File: config.mk
export PLATFORM = sky130hd
export DESIGN_NAME = ocq_top
export DESIGN_NICKNAME = d
export VERILOG_FILES = /design/src/verilog/ocq_pkg.sv /design/src/verilog/ocq_sync.sv /design/src/verilog/ocq_window_timer.sv /design/src/verilog/ocq_top.sv
export SDC_FILE = /design/constraint.sdc
export NUM_CORES = 1
export LEC_CHECK = 0
export BUFFER_PORTS_ARGS = -buffer_cell sky130_fd_sc_hd__buf_2
export CELL_PAD_IN_SITES_DETAIL_PLACEMENT = 0
export CELL_PAD_IN_SITES_GLOBAL_PLACEMENT = 1
export CORE_ASPECT_RATIO = 1.75
export CORE_MARGIN = 3
export CORE_UTILIZATION = 43
export DETAILED_ROUTE_END_ITERATION = 8
export PLACE_DENSITY = 0.84
export SLEW_MARGIN = 10
export SYNTH_ARGS = -nofsm -noshare
export SYNTH_HDL_FRONTEND = slang
export SYNTH_SLANG_ARGS = --single-unit
export TNS_END_PERCENT = 5
File: constraint.sdc
create_clock -name pclk -period 4.1 [get_ports pclk]
set_clock_uncertainty 0.15 [all_clocks]
set_input_delay 0 -clock pclk [delete_from_list [all_inputs] [get_ports pclk]]
set_output_delay 0 -clock pclk [all_outputs]
set_load 0.03 [all_outputs]
File: src/verilog/ocq_pkg.sv
`default_nettype none
package ocq_pkg;
  // ------------------------------------------------------------
  // Timing
  // ------------------------------------------------------------
  localparam int CLK_FREQ_MHZ  = 50;
  localparam int WINDOW_US     = 10;
  localparam int WINDOW_CYC    = WINDOW_US * CLK_FREQ_MHZ;
  localparam int LATCH_CLR_US  = 20;
  localparam int LATCH_CLR_CYC = LATCH_CLR_US * CLK_FREQ_MHZ;
  localparam int WIN_CNT_W     = $clog2(WINDOW_CYC);
  localparam int LATCH_CNT_W   = $clog2(LATCH_CLR_CYC + 1);

  // ------------------------------------------------------------
  // Register map
  // ------------------------------------------------------------
  localparam int          ADDR_W      = 8;
  localparam logic [7:0]  OFF_CTRL    = 8'h00;
  localparam logic [7:0]  OFF_STATUS  = 8'h04;
  localparam logic [7:0]  OFF_IRQ_ST  = 8'h08;
  localparam logic [7:0]  OFF_IRQ_EN  = 8'h0C;
  localparam logic [7:0]  OFF_IRQ_CLR = 8'h10;

  // CTRL fields
  localparam int CTRL_ENABLE = 0;
  localparam int CTRL_LATCH  = 1;
  localparam int CTRL_DELAY  = 2;
  localparam int CTRL_HYST   = 4;
  localparam logic [5:0] CTRL_RST = 6'h00;

  // STATUS fields
  localparam int ST_ALERT   = 0;
  localparam int ST_VERDICT = 1;
  localparam int ST_COUNT   = 4;
  localparam int ST_REQ     = 8;
  localparam int ST_HYST    = 12;

  // Interrupt events
  localparam int IRQ_W       = 3;
  localparam int IRQ_ASSERT  = 0;
  localparam int IRQ_RELEASE = 1;
  localparam int IRQ_OVER    = 2;
  localparam logic [IRQ_W-1:0] IRQ_RST = 3'h0;

  // ------------------------------------------------------------
  // Three-level select codes and their meaning
  // ------------------------------------------------------------
  localparam logic [1:0] SEL_FLOAT  = 2'h0;
  localparam logic [1:0] SEL_GND    = 2'h1;
  localparam logic [1:0] SEL_SUPPLY = 2'h2;

  localparam int          CNT_W    = 4;
  localparam logic [3:0]  WIN_SHORT = 4'h1;
  localparam logic [3:0]  WIN_MED   = 4'h5;
  localparam logic [3:0]  WIN_LONG  = 4'hA;
  localparam logic [3:0]  HYST_LOW  = 4'h2;
  localparam logic [3:0]  HYST_MID  = 4'h4;
  localparam logic [3:0]  HYST_HIGH = 4'h8;
endpackage : ocq_pkg
`default_nettype wire

File: src/verilog/ocq_sync.sv
`timescale 1ns/10ps
`default_nettype none
module ocq_sync (
  input  wire logic pclk,
  input  wire logic presetn,
  input  wire logic async_in,
  output logic      sync_out
);
  logic meta_r;

  always_ff @(posedge pclk or negedge presetn) begin
    if (!presetn) begin
      meta_r   <= 1'b0;
      sync_out <= 1'b0;
    end else begin
      meta_r   <= async_in;
      sync_out <= meta_r;
    end
  end
endmodule : ocq_sync
`default_nettype wire

File: src/verilog/ocq_window_timer.sv
`timescale 1ns/10ps
`default_nettype none
module ocq_window_timer
  import ocq_pkg::*;
(
  input  wire logic pclk,
  input  wire logic presetn,
  output logic      window_end
);
  logic [WIN_CNT_W-1:0] cnt_r;
  localparam logic [WIN_CNT_W-1:0] LAST = WIN_CNT_W'(WINDOW_CYC - 1);

  // Free-running; enable and inputs never touch it
  always_ff @(posedge pclk or negedge presetn) begin
    if (!presetn) begin
      cnt_r <= '0;
    end else if (cnt_r == LAST) begin
      cnt_r <= '0;
    end else begin
      cnt_r <= cnt_r + 1'b1;
    end
  end

  assign window_end = (cnt_r == LAST);

  a_window_wrap: assert property (@(posedge pclk)
    disable iff (!presetn) window_end |=> (cnt_r == '0) && !window_end)
    else $error("window timer did not wrap");
endmodule : ocq_window_timer
`default_nettype wire

File: src/verilog/ocq_top.sv
// Notes on behaviour
// - All qualification timing uses one 10 us comparison window.
// - Single-window delay: an over verdict at window end asserts alert low.
// - In latched mode a below-threshold verdict leaves the alert state as it was.
// - Medium delay: five consecutive over windows needed before alert.
// - Any below window before the count is reached clears the counter.
// - Longest delay: ten consecutive over windows needed before alert.
// - Delay select: float one window, ground 50 us, supply 100 us.
// - The window runs freely, unsynchronised, with no external control.
// - Each window end produces exactly one over or below verdict.
// - Medium delay adds 40 us, longest adds 90 us versus one window.
// - Hysteresis select: float 2 mV, ground 4 mV, supply 8 mV.
// - Transparent mode: one below window releases the alert.
// - Latch bit high selects latched output, low selects transparent.
// - Latched alert clears once latch is low: at the next below window, or after latch low 20 us with the stored verdict below.
// - Disable clears the window counter; counting restarts from zero.
`timescale 1ns/10ps
`default_nettype none
module ocq_top
  import ocq_pkg::*;
(
  input  wire logic              pclk,
  input  wire logic              presetn,
  input  wire logic              psel,
  input  wire logic              penable,
  input  wire logic              pwrite,
  input  wire logic [ADDR_W-1:0] paddr,
  input  wire logic [31:0]       pwdata,
  output logic      [31:0]       prdata,
  output logic                   pready,
  output logic                   pslverr,
  input  wire logic              over_limit_in,
  output logic                   alert_out,
  output logic                   alert_oe,
  output logic      [3:0]        hysteresis_mv,
  output logic                   noise_offset_term,
  output logic                   irq
);
  // ------------------------------------------------------------
  // Declarations
  // ------------------------------------------------------------
  logic                   over_sync;
  logic                   window_end;
  logic [5:0]             ctrl_r;
  logic [IRQ_W-1:0]       irq_st_r;
  logic [IRQ_W-1:0]       irq_en_r;
  logic [IRQ_W-1:0]       irq_ev;
  logic [CNT_W-1:0]       cnt_r;
  logic [CNT_W-1:0]       cnt_nxt;
  logic [CNT_W-1:0]       req_cnt;
  logic [3:0]             hyst_nxt;
  logic [LATCH_CNT_W-1:0] latch_low_r;
  logic                   alert_r;
  logic                   verdict_r;
  logic                   enable;
  logic                   latch_mode;
  logic [1:0]             delay_sel;
  logic [1:0]             hyst_sel;
  logic                   set_alert;
  logic                   rel_window;
  logic                   rel_latch;
  logic                   rel_alert;
  logic                   latch_held;
  logic                   wr_en;
  logic                   rd_setup;
  logic                   addr_hit;
  logic [31:0]            rd_mux;

  // ------------------------------------------------------------
  // Comparator input and window timing
  // ------------------------------------------------------------
  ocq_sync u_sync (
    .pclk     (pclk),
    .presetn  (presetn),
    .async_in (over_limit_in),
    .sync_out (over_sync)
  );

  ocq_window_timer u_timer (
    .pclk       (pclk),
    .presetn    (presetn),
    .window_end (window_end)
  );

  assign enable     = ctrl_r[CTRL_ENABLE];
  assign latch_mode = ctrl_r[CTRL_LATCH];
  assign delay_sel  = ctrl_r[CTRL_DELAY +: 2];
  assign hyst_sel   = ctrl_r[CTRL_HYST +: 2];

  // ------------------------------------------------------------
  // Select decoding
  // ------------------------------------------------------------
  // Code 3 cannot come from a real three-level pin; it falls back
  // to the floating setting so a stray write stays harmless.
  always_comb begin
    unique case (delay_sel)
      SEL_GND:    req_cnt = WIN_MED;
      SEL_SUPPLY: req_cnt = WIN_LONG;
      default:    req_cnt = WIN_SHORT;
    endcase
  end

  always_comb begin
    unique case (hyst_sel)
      SEL_GND:    hyst_nxt = HYST_MID;
      SEL_SUPPLY: hyst_nxt = HYST_HIGH;
      default:    hyst_nxt = HYST_LOW;
    endcase
  end

  always_ff @(posedge pclk or negedge presetn) begin
    if (!presetn) begin
      hysteresis_mv     <= HYST_LOW;
      noise_offset_term <= 1'b1;
    end else begin
      hysteresis_mv     <= hyst_nxt;
      noise_offset_term <= (req_cnt == WIN_SHORT);
    end
  end

  // ------------------------------------------------------------
  // Consecutive-window counter
  // ------------------------------------------------------------
  always_comb begin
    cnt_nxt = cnt_r;
    if (!enable) begin
      cnt_nxt = '0;
    end else if (window_end && over_sync) begin
      // Holds at the target so a long overcurrent cannot wrap it
      cnt_nxt = (cnt_r >= req_cnt) ? req_cnt : cnt_r + 1'b1;
    end else if (window_end) begin
      cnt_nxt = '0;
    end
  end

  always_ff @(posedge pclk or negedge presetn) begin
    if (!presetn) begin
      cnt_r <= '0;
    end else begin
      cnt_r <= cnt_nxt;
    end
  end

  // One verdict per window, kept for the latch release check
  always_ff @(posedge pclk or negedge presetn) begin
    if (!presetn) begin
      verdict_r <= 1'b0;
    end else if (window_end) begin
      verdict_r <= over_sync;
    end
  end

  // ------------------------------------------------------------
  // Latch-low timer
  // ------------------------------------------------------------
  always_ff @(posedge pclk or negedge presetn) begin
    if (!presetn) begin
      latch_low_r <= '0;
    end else if (latch_mode) begin
      latch_low_r <= '0;
    end else if (!latch_held) begin
      latch_low_r <= latch_low_r + 1'b1;
    end
  end

  assign latch_held = (latch_low_r == LATCH_CNT_W'(LATCH_CLR_CYC));

  // ------------------------------------------------------------
  // Alert state
  // ------------------------------------------------------------
  // Latency past one window falls out of the count: 4 or 9 extra
  // windows before the set can fire.
  assign set_alert  = enable && window_end && over_sync &&
                      (cnt_r + 1'b1 >= req_cnt);
  assign rel_window = !latch_mode && window_end && !over_sync;
  assign rel_latch  = !latch_mode && latch_held && !verdict_r &&
                      !window_end;
  assign rel_alert  = rel_window || rel_latch;

  always_ff @(posedge pclk or negedge presetn) begin
    if (!presetn) begin
      alert_r <= 1'b0;
    end else if (!enable) begin
      alert_r <= 1'b0;
    end else if (set_alert) begin
      alert_r <= 1'b1;
    end else if (rel_alert) begin
      alert_r <= 1'b0;
    end
  end

  // Open-drain pin: only ever pulls low
  assign alert_out = 1'b0;
  assign alert_oe  = alert_r;

  // ------------------------------------------------------------
  // Interrupts
  // ------------------------------------------------------------
  assign irq_ev[IRQ_ASSERT]  = set_alert && !alert_r;
  assign irq_ev[IRQ_RELEASE] = enable && alert_r && !set_alert && rel_alert;
  assign irq_ev[IRQ_OVER]    = enable && window_end && over_sync;

  genvar gi;
  generate
    for (gi = 0; gi < IRQ_W; gi++) begin : g_irq
      // A new event beats a clear in the same cycle
      always_ff @(posedge pclk or negedge presetn) begin
        if (!presetn) begin
          irq_st_r[gi] <= IRQ_RST[gi];
        end else if (irq_ev[gi]) begin
          irq_st_r[gi] <= 1'b1;
        end else if (wr_en && paddr == OFF_IRQ_CLR && pwdata[gi]) begin
          irq_st_r[gi] <= 1'b0;
        end
      end
    end
  endgenerate

  assign irq = |(irq_st_r & irq_en_r);

  // ------------------------------------------------------------
  // APB slave
  // ------------------------------------------------------------
  assign wr_en    = psel && penable && pwrite;
  assign rd_setup = psel && !penable && !pwrite;
  assign addr_hit = (paddr == OFF_CTRL) || (paddr == OFF_STATUS) ||
                    (paddr == OFF_IRQ_ST) || (paddr == OFF_IRQ_EN) ||
                    (paddr == OFF_IRQ_CLR);
  assign pready   = 1'b1;
  assign pslverr  = psel && penable && !addr_hit;

  always_ff @(posedge pclk or negedge presetn) begin
    if (!presetn) begin
      ctrl_r <= CTRL_RST;
    end else if (wr_en && paddr == OFF_CTRL) begin
      ctrl_r <= pwdata[5:0];
    end
  end

  always_ff @(posedge pclk or negedge presetn) begin
    if (!presetn) begin
      irq_en_r <= IRQ_RST;
    end else if (wr_en && paddr == OFF_IRQ_EN) begin
      irq_en_r <= pwdata[IRQ_W-1:0];
    end
  end

  always_comb begin
    rd_mux = 32'h0000_0000;
    unique case (paddr)
      OFF_CTRL:   rd_mux[5:0] = ctrl_r;
      OFF_STATUS: begin
        rd_mux[ST_ALERT]          = alert_r;
        rd_mux[ST_VERDICT]        = verdict_r;
        rd_mux[ST_COUNT +: CNT_W] = cnt_r;
        rd_mux[ST_REQ +: CNT_W]   = req_cnt;
        rd_mux[ST_HYST +: 4]      = hysteresis_mv;
      end
      OFF_IRQ_ST: rd_mux[IRQ_W-1:0] = irq_st_r;
      OFF_IRQ_EN: rd_mux[IRQ_W-1:0] = irq_en_r;
      default:    rd_mux = 32'h0000_0000;
    endcase
  end

  // Sampled in the setup cycle so read data comes from a flop
  always_ff @(posedge pclk or negedge presetn) begin
    if (!presetn) begin
      prdata <= 32'h0000_0000;
    end else if (rd_setup) begin
      prdata <= rd_mux;
    end
  end

  // ------------------------------------------------------------
  // Assertions
  // ------------------------------------------------------------
  a_short_delay_set: assert property (@(posedge pclk)
    disable iff (!presetn) enable && window_end && over_sync &&
    delay_sel == SEL_FLOAT |=> alert_oe)
    else $error("single window over verdict did not assert alert");

  a_latched_hold: assert property (@(posedge pclk)
    disable iff (!presetn) alert_r && latch_mode && enable |=> alert_r)
    else $error("latched alert dropped while latch high");

  a_count_clear: assert property (@(posedge pclk)
    disable iff (!presetn) window_end && !over_sync |=> cnt_r == '0)
    else $error("below window did not clear counter");

  a_medium_count: assert property (@(posedge pclk)
    disable iff (!presetn) $rose(alert_r) && delay_sel == SEL_GND
    |-> cnt_r == WIN_MED)
    else $error("medium delay alert without five windows");

  a_long_count: assert property (@(posedge pclk)
    disable iff (!presetn) $rose(alert_r) && delay_sel == SEL_SUPPLY
    |-> cnt_r == WIN_LONG)
    else $error("long delay alert without ten windows");

  a_transp_release: assert property (@(posedge pclk)
    disable iff (!presetn) alert_r && !latch_mode && window_end &&
    !over_sync |=> !alert_r)
    else $error("transparent alert not released after below window");

  a_disable_reset: assert property (@(posedge pclk)
    disable iff (!presetn) !enable |=> cnt_r == '0 && !alert_oe)
    else $error("disable did not clear counter and alert");

  a_latch_clear: assert property (@(posedge pclk)
    disable iff (!presetn) alert_r && !latch_mode && !verdict_r &&
    !window_end && !$past(latch_mode) && latch_held |=> !alert_r)
    else $error("latch held low did not release alert");

  a_hyst_decode: assert property (@(posedge pclk)
    disable iff (!presetn) hyst_sel == SEL_SUPPLY ##1
    hyst_sel == SEL_SUPPLY |-> hysteresis_mv == HYST_HIGH)
    else $error("supply hysteresis not 8 mV");

  a_irq_assert: assert property (@(posedge pclk)
    disable iff (!presetn) $rose(alert_r) |-> irq_st_r[IRQ_ASSERT])
    else $error("alert assert event not recorded");
endmodule : ocq_top
`default_nettype wire

# --- Word level (Yosys, flattened, before mapping) ---
# Cells that the tools add are included.
classes:
  n_mux: 23
  reduce_logical: 43
  n_bitwise: 1
  addsub: 3
  order_cmp: 2
  n_eq_ne: 14
op_table:
  columns: ["operator", "n"]
  rows:
  - ["$mux 10", 3]
  - ["$logic_and 1x1->1", 24]
  - ["$eq 8x4->1 const B", 2]
  - ["$mux 4", 4]
  - ["$pmux 4 s2", 2]
  - ["$add 10x1->10 const B", 1]
  - ["$eq 10x10->1 const B", 1]
  - ["$mux 1", 10]
  - ["$add 9x1->9 const B", 1]
  - ["$eq 9x9->1 const B", 1]
  - ["$logic_not 1->1", 9]
  - ["$mux 9", 1]
  - ["$eq 8x3->1 const B", 1]
  - ["$eq 8x5->1 const B", 1]
  - ["$ge 4x4->1", 2]
  - ["$logic_not 8->1", 1]
  - ["$pmux 2 s4", 1]
  - ["$reduce_bool 2->1", 3]
  - ["$logic_or 1x1->1", 5]
  - ["$add 4x1->4 const B", 1]
  - ["$eq 2x1->1 const B", 2]
  - ["$eq 2x2->1 const B", 2]
  - ["$eq 4x1->1 const B", 1]
  - ["$pmux 2 s2", 1]
  - ["6 further kinds", 6]
totals:
  output_inout_bits: 42
  wordCells: 101
  in_bits: 46
  regBits: 60

# --- Longest topological paths before layout ---
depth:
  word_depth: 8
  depth_mapped: 10
  depth_no_buf: 9

# --- Cells and area by module ---
# Synthesis repeated with hierarchy kept, for this count alone.
unflattened:
  cells_unflattened: 289
  area_unflattened_um2: 3015.4
modules_own_cells:
  columns: ["mod", "area_each_um2", "seq_area_each_um2", "instances", "cells_per_inst"]
  rows:
  - ["ocq_top", 2492.4, 1153.6, 1, 238]
  - ["ocq_window_timer", 473.0, 225.2, 1, 49]
  - ["ocq_sync", 50.0, 50.0, 1, 2]

# --- Least setup slack after synthesis ---
# Ideal clock, no wire load.
synth_timing:
  path_type: "reg2reg"
  start: "reg ctrl_r[2]"
  end: "reg cnt_r[1]"
  setup_slack_ps: 1758
  setup_time_ps: 123
  path_buffers: 1
  required_time_ps: 3827
  period_less_slack_ps: 2342
  t_arrival_ps: 2070
  stages_incl_launch_ff: 11
  cell_sequence: "dfrtp_1 inv_1 ha_1 inv_1 ha_1 nand2b_1 a2111oi_0 or3_1 buf_2 mux2i_1 o2bb2ai_1"
synth_via:
  elab_chain_len: 6
  word_cells_on_any_way: 7
  classes_between: "order compare: 1; eq/ne: 2; mux: 4"
synth_rtl:
  columns: ["element", "line", "rtl"]
  rows:
  - ["start: declaration", "ocq_top.sv:44", "logic [5:0] ctrl_r;"]
  - ["start signal: assignment", "ocq_top.sv:236", "ctrl_r <= pwdata[5:0];"]
  - ["$eq 2x2->1 or $eq 2x1->1 (tied branches)", "ocq_top.sv:96", "unique case (delay_sel)"]
  - ["$pmux 4 s2 *", "ocq_top.sv:96", null]
  - ["$ge 4x4->1", "ocq_top.sv:130", "cnt_nxt = (cnt_r >= req_cnt) ? req_cnt : cnt_r + 1'b1;"]
  - ["$mux 4 *", "ocq_top.sv:130", null]
  - ["$mux 4 *", "ocq_top.sv:128", "end else if (window_end && over_sync) begin"]
  - ["$mux 4 *", "ocq_top.sv:126", "if (!enable) begin"]
  - ["end signal: assignment", "ocq_top.sv:140", "cnt_r <= cnt_nxt;"]
  - ["end: declaration", "ocq_top.sv:48", "logic [CNT_W-1:0] cnt_r;"]
# Every way passes the cells marked *; elsewhere a longest branch is shown, timed or not.
# A chain may end at the register's enable or synchronous reset.

# --- Worst setup path in the final report ---
layout_timing:
  start: "reg ctrl_r[2]"
  end: "reg cnt_r[3]"
# The elaborated chain is that of the path after synthesis.

==> results.py <==
metrics = {
    "cts": {
        "tritoncts.num_buffers": 9,
        "clock_sinks": 57,
        "clkTransAtPathRegs_ns": 0.05,
        "cts_root_buffer": "clkbuf_16",
        "cts_tree": "done",
        "cts_buffer_depth": 2,
        "cts_htree_levels": 3,
        "clk_latency_ns": 0.32,
        "cts_setup_buffers": 0,
    },
    "min_path": {
        "min_path_cells": 3,
        "hold_path.startpoint": "paddr[2]",
        "min_to": "prdata[3]",
        "hold_class": "in -> reg",
    },
    "setup_path": {
        "timing.rr.start": "ctrl_r[2]",
        "r2r_end": "cnt_r[3]",
        "required_ns": 4.14,
        "ff2ff_setup_slack_ns": 1.38,
        "start_kind": "register",
        "rr_worst_depth": 9,
        "slowest_delay_ns": 0.40,
        "cp_data_arrival_time_ns": 2.76,
        "crit_path_top_delay_cell": "dfrtp_1",
        "worst-setup-path-type": "reg -> reg",
        "crit_path_max_fanout": 7,
        "path_cells": "inv_1 > ha_1 > inv_1 > ha_1 > nand2b_1 > a2111oi_0 > or3_1 > mux2i_1 > o2bb2ai_1",
        "worstSetupEndpointType": "register",
    },
    "final_layout": {
        "area_growth_pct": 20.0,
        "final_layout_size_suffix_gt1_frac": 0.241,
        "fin_util": 0.539,
        "n_antenna_cell": 0,
        "final_nets": 394,
    },
    "route": {
        "postRouteAntennaNets": 0,
        "wl_um": 5800,
        "drtIter0Drc": 72,
        "drc_errors": 0,
        "first_pass_iters": 4,
        "viasPerCell": 5.11,
        "vias": 2136,
        "avgRoutedWirePerCell_um": 13.9,
    },
    "sta": {
        "maxSlewHeadroom": 0.533,
        "report.final.slew_viol_count": 0,
        "worst_pin_slew_ns": 0.700,
        "rsz0062_at_grt": "no",
        "hold_viol_final": 0,
        "post-route-period-util": 0.663,
        "fmax_mhz": 368,
        "setup_viol": 0,
        "finalCriticalPeriod_ns": 2.72,
        "tns_ns": 0,
    },
    "power": {
        "clockPowerShare": 0.456,
        "p_sw_frac": 0.253,
        "combinationalPowerShare": 0.116,
        "p_per_area_mw_per_mm2": 419,
        "p_leak_nw": 1.75,
        "seq_power_share": 0.428,
        "vdd_drop_max_uv": 285,
        "switchingPower_w": 0.000380,
        "internal_power_w": 0.00112,
    },
    "grt": {
        "grt_pass1_vias": 2114,
        "grt_pass1_wl_um": 9670,
        "track_usage": 0.162,
        "antenna_found_initial": 0,
        "globalRouteOverflowTotal": 0,
        "grt_max_degree": 58,
    },
    "status": {
        "status": "complete, no violations",
    },
    "floorplanning": {
        "start_util": 0.449,
        "io_pins": 88,
        "die-width_um": 69.0,
        "core_area_mm2": 0.00664,
        "num_rows": 39,
        "dieArea_mm2": 0.00801,
        "die-height_um": 116,
    },
    "yosys": {
        "yosysTopAreaCellShare": 0.461,
        "synthFlopType": "dfrtp_1",
        "synth.area.top_cells": "dfrtp_1 46%, ha_1 6.7%, buf_4 5.5%, mux2_2 4.2%, nand2_1 3.8%",
        "synth.yosys.seq_area_share": 0.479,
        "yosysWarningCount": 0,
        "syn_area_per_cell_um2": 10.8,
        "synth_top_area_cell": "dfrtp_1",
        "ys_ff_latch": 57,
        "ys_types": 48,
        "synth-edff-count": 0,
        "netlist_area_mm2": 0.00298,
        "syn_inst": 277,
        "synthArstFlopShare": 1.00,
    },
    "placed_design": {
        "place.gp.congestion": 0.827,
        "dp_hpwl_um": 4280,
        "io_buffers": 41,
    },
    "flow_run": {
        "maxCapViolCount": 0,
    },
}
## worst max-delay path by stage
| stage | startpoint | end | slack [ns] | cells after the start |
|---|---|---|---|---|
| 2_1_floorplan | ctrl_r[2] | cnt_r[1] | 1.76 | 10 |
| 3_3_place_gp | ctrl_r[2] | cnt_r[3] | 1.52 | 9 |
| 3_5_place_dp | ctrl_r[2] | cnt_r[3] | 1.39 | 9 |
| 4_1_cts | ctrl_r[2] | cnt_r[1] | 1.36 | 9 |
| 5_1_grt | ctrl_r[2] | cnt_r[2] | 1.14 | 9 |
| 6_report | ctrl_r[2] | cnt_r[3] | 1.38 | 9 |
## cell usage in the layout, fill, tap and decap left out, types with 2 or more instances in the layout
| cell | synthesis | routed |
|---|---|---|
| dfrtp_1 | 55 | 55 |
| buf_2 | 1 | 41 |
| nand2_1 | 30 | 30 |
| conb_1 | 2 | 20 |
| nor2_1 | 16 | 16 |
| ha_1 | 16 | 16 |
| o21ai_0 | 14 | 14 |
| inv_1 | 12 | 12 |
| a22o_1 | 12 | 12 |
| dlygate4sd3_1 | 0 | 12 |
| mux2_2 | 11 | 11 |
| nand3_1 | 9 | 9 |
| clkbuf_16 | 0 | 9 |
| xnor2_1 | 7 | 7 |
| a21oi_1 | 7 | 7 |
| nor2b_1 | 5 | 5 |
| mux2i_1 | 5 | 5 |
| nor3_1 | 4 | 4 |
| or3_1 | 4 | 4 |
| and3_1 | 4 | 4 |
| nand2b_1 | 3 | 3 |
| xor2_1 | 3 | 3 |
| clkbuf_8 | 0 | 3 |
| o2bb2ai_1 | 2 | 2 |
| a22oi_1 | 2 | 2 |
| mux4_2 | 2 | 2 |
| dfstp_2 | 2 | 2 |
## timing repair
action | 4_1_cts | 5_1_grt
resized for setup | 0 | 0
hold buffers | 12 | 0
endpoints found under the hold margin | 71 | 0
## flip-flops by register name, indices dropped and copies added (netlist names), 3 cells and up
name,cells
prdata,14
irq_st_r,3
cnt_r,4
irq_en_r,3
ctrl_r,6
u_timer.cnt_r,9
latch_low_r,10
hysteresis_mv,3
## area by class of cell
class | count | area, um2
clock buffer | 13 | 270
timing repair buffer | 54 | 333
clock inverter | 2 | 12.5
sequential | 57 | 1430
inverter | 12 | 45.0
tap | 82 | 103
multi-input combinational | 198 | 1390
fill | 610 | 3060
## through the flow
stage                     area (um2)  worst slack [ns]  cells  hold WS, ns  power [W]
after floorplan                 3050              1.76    295       -0.446   0.000780
final                           3580              1.38    418       0.0213    0.00150
after CTS                       3580              1.36    418      0.00931    0.00152
after global routing            3580              1.14    418       0.0326    0.00158
after global placement          3180              1.52    391      -0.0388   0.000810
after detailed placement        3180              1.39    391      -0.0387   0.000818
## power by group through the flow
| stage | registers (W) | logic, W | clock network [W] |
|---|---|---|---|
| 4_1_cts | 0.000643 | 0.000177 | 0.000702 |
| 3_5_place_dp | 0.000651 | 0.000166 | 0 |
| 3_3_place_gp | 0.000648 | 0.000162 | 0 |
| 2_1_floorplan | 0.000643 | 0.000137 | 0 |
| 6_report | 0.000642 | 0.000174 | 0.000685 |
| 5_1_grt | 0.000649 | 0.000197 | 0.000732 |
## logic make-up after synthesis
family                   count (synthesis)  synth area share
AO/OA/AOI/OAI                           45             0.104
AND/OR/NAND/NOR                         89             0.166
flip-flops                              57             0.479
buffers and inverters                   40            0.0784
adder cells (fa/ha/maj)                 16            0.0671
multiplexers                            18            0.0734
XOR/XNOR                                10            0.0294
other                                    2           0.00252
## cells in the mapped netlist (2+ instances only)
cell,number
mux2i_1,5
nor2_1,16
nor3_1,4
nor2b_1,5
nand2b_1,3
nand3_1,9
mux2_2,11
ha_1,16
conb_1,2
nand2_1,30
inv_1,12
a22o_1,12
a21oi_1,7
xor2_1,3
xnor2_1,7
and3_1,4
or3_1,4
dfstp_2,2
o21ai_0,14
clkbuf_1,5
dfrtp_1,55
buf_4,22
mux4_2,2
a22oi_1,2
o2bb2ai_1,2
## routing by layer
layer	part of all wire	up-vias	global-route usage
met1	0.41	1035	0.198
met4	0.018	0	0.0729
met2	0.53	47	0.265
met5	0	-	0
met3	0.039	8	0.0404
li1	-	1046	-
## worst max-delay path, delay by kind of cell, from the launching register on
kind	cells	cell delay (ns)
mux	1	0.23
simple gates	2	0.48
fa+ha+maj	2	0.55
compound gates	2	0.48
buf+inv	2	0.30
flops	1	0.40
Note: power is estimated with default switching activity, not from simulation.
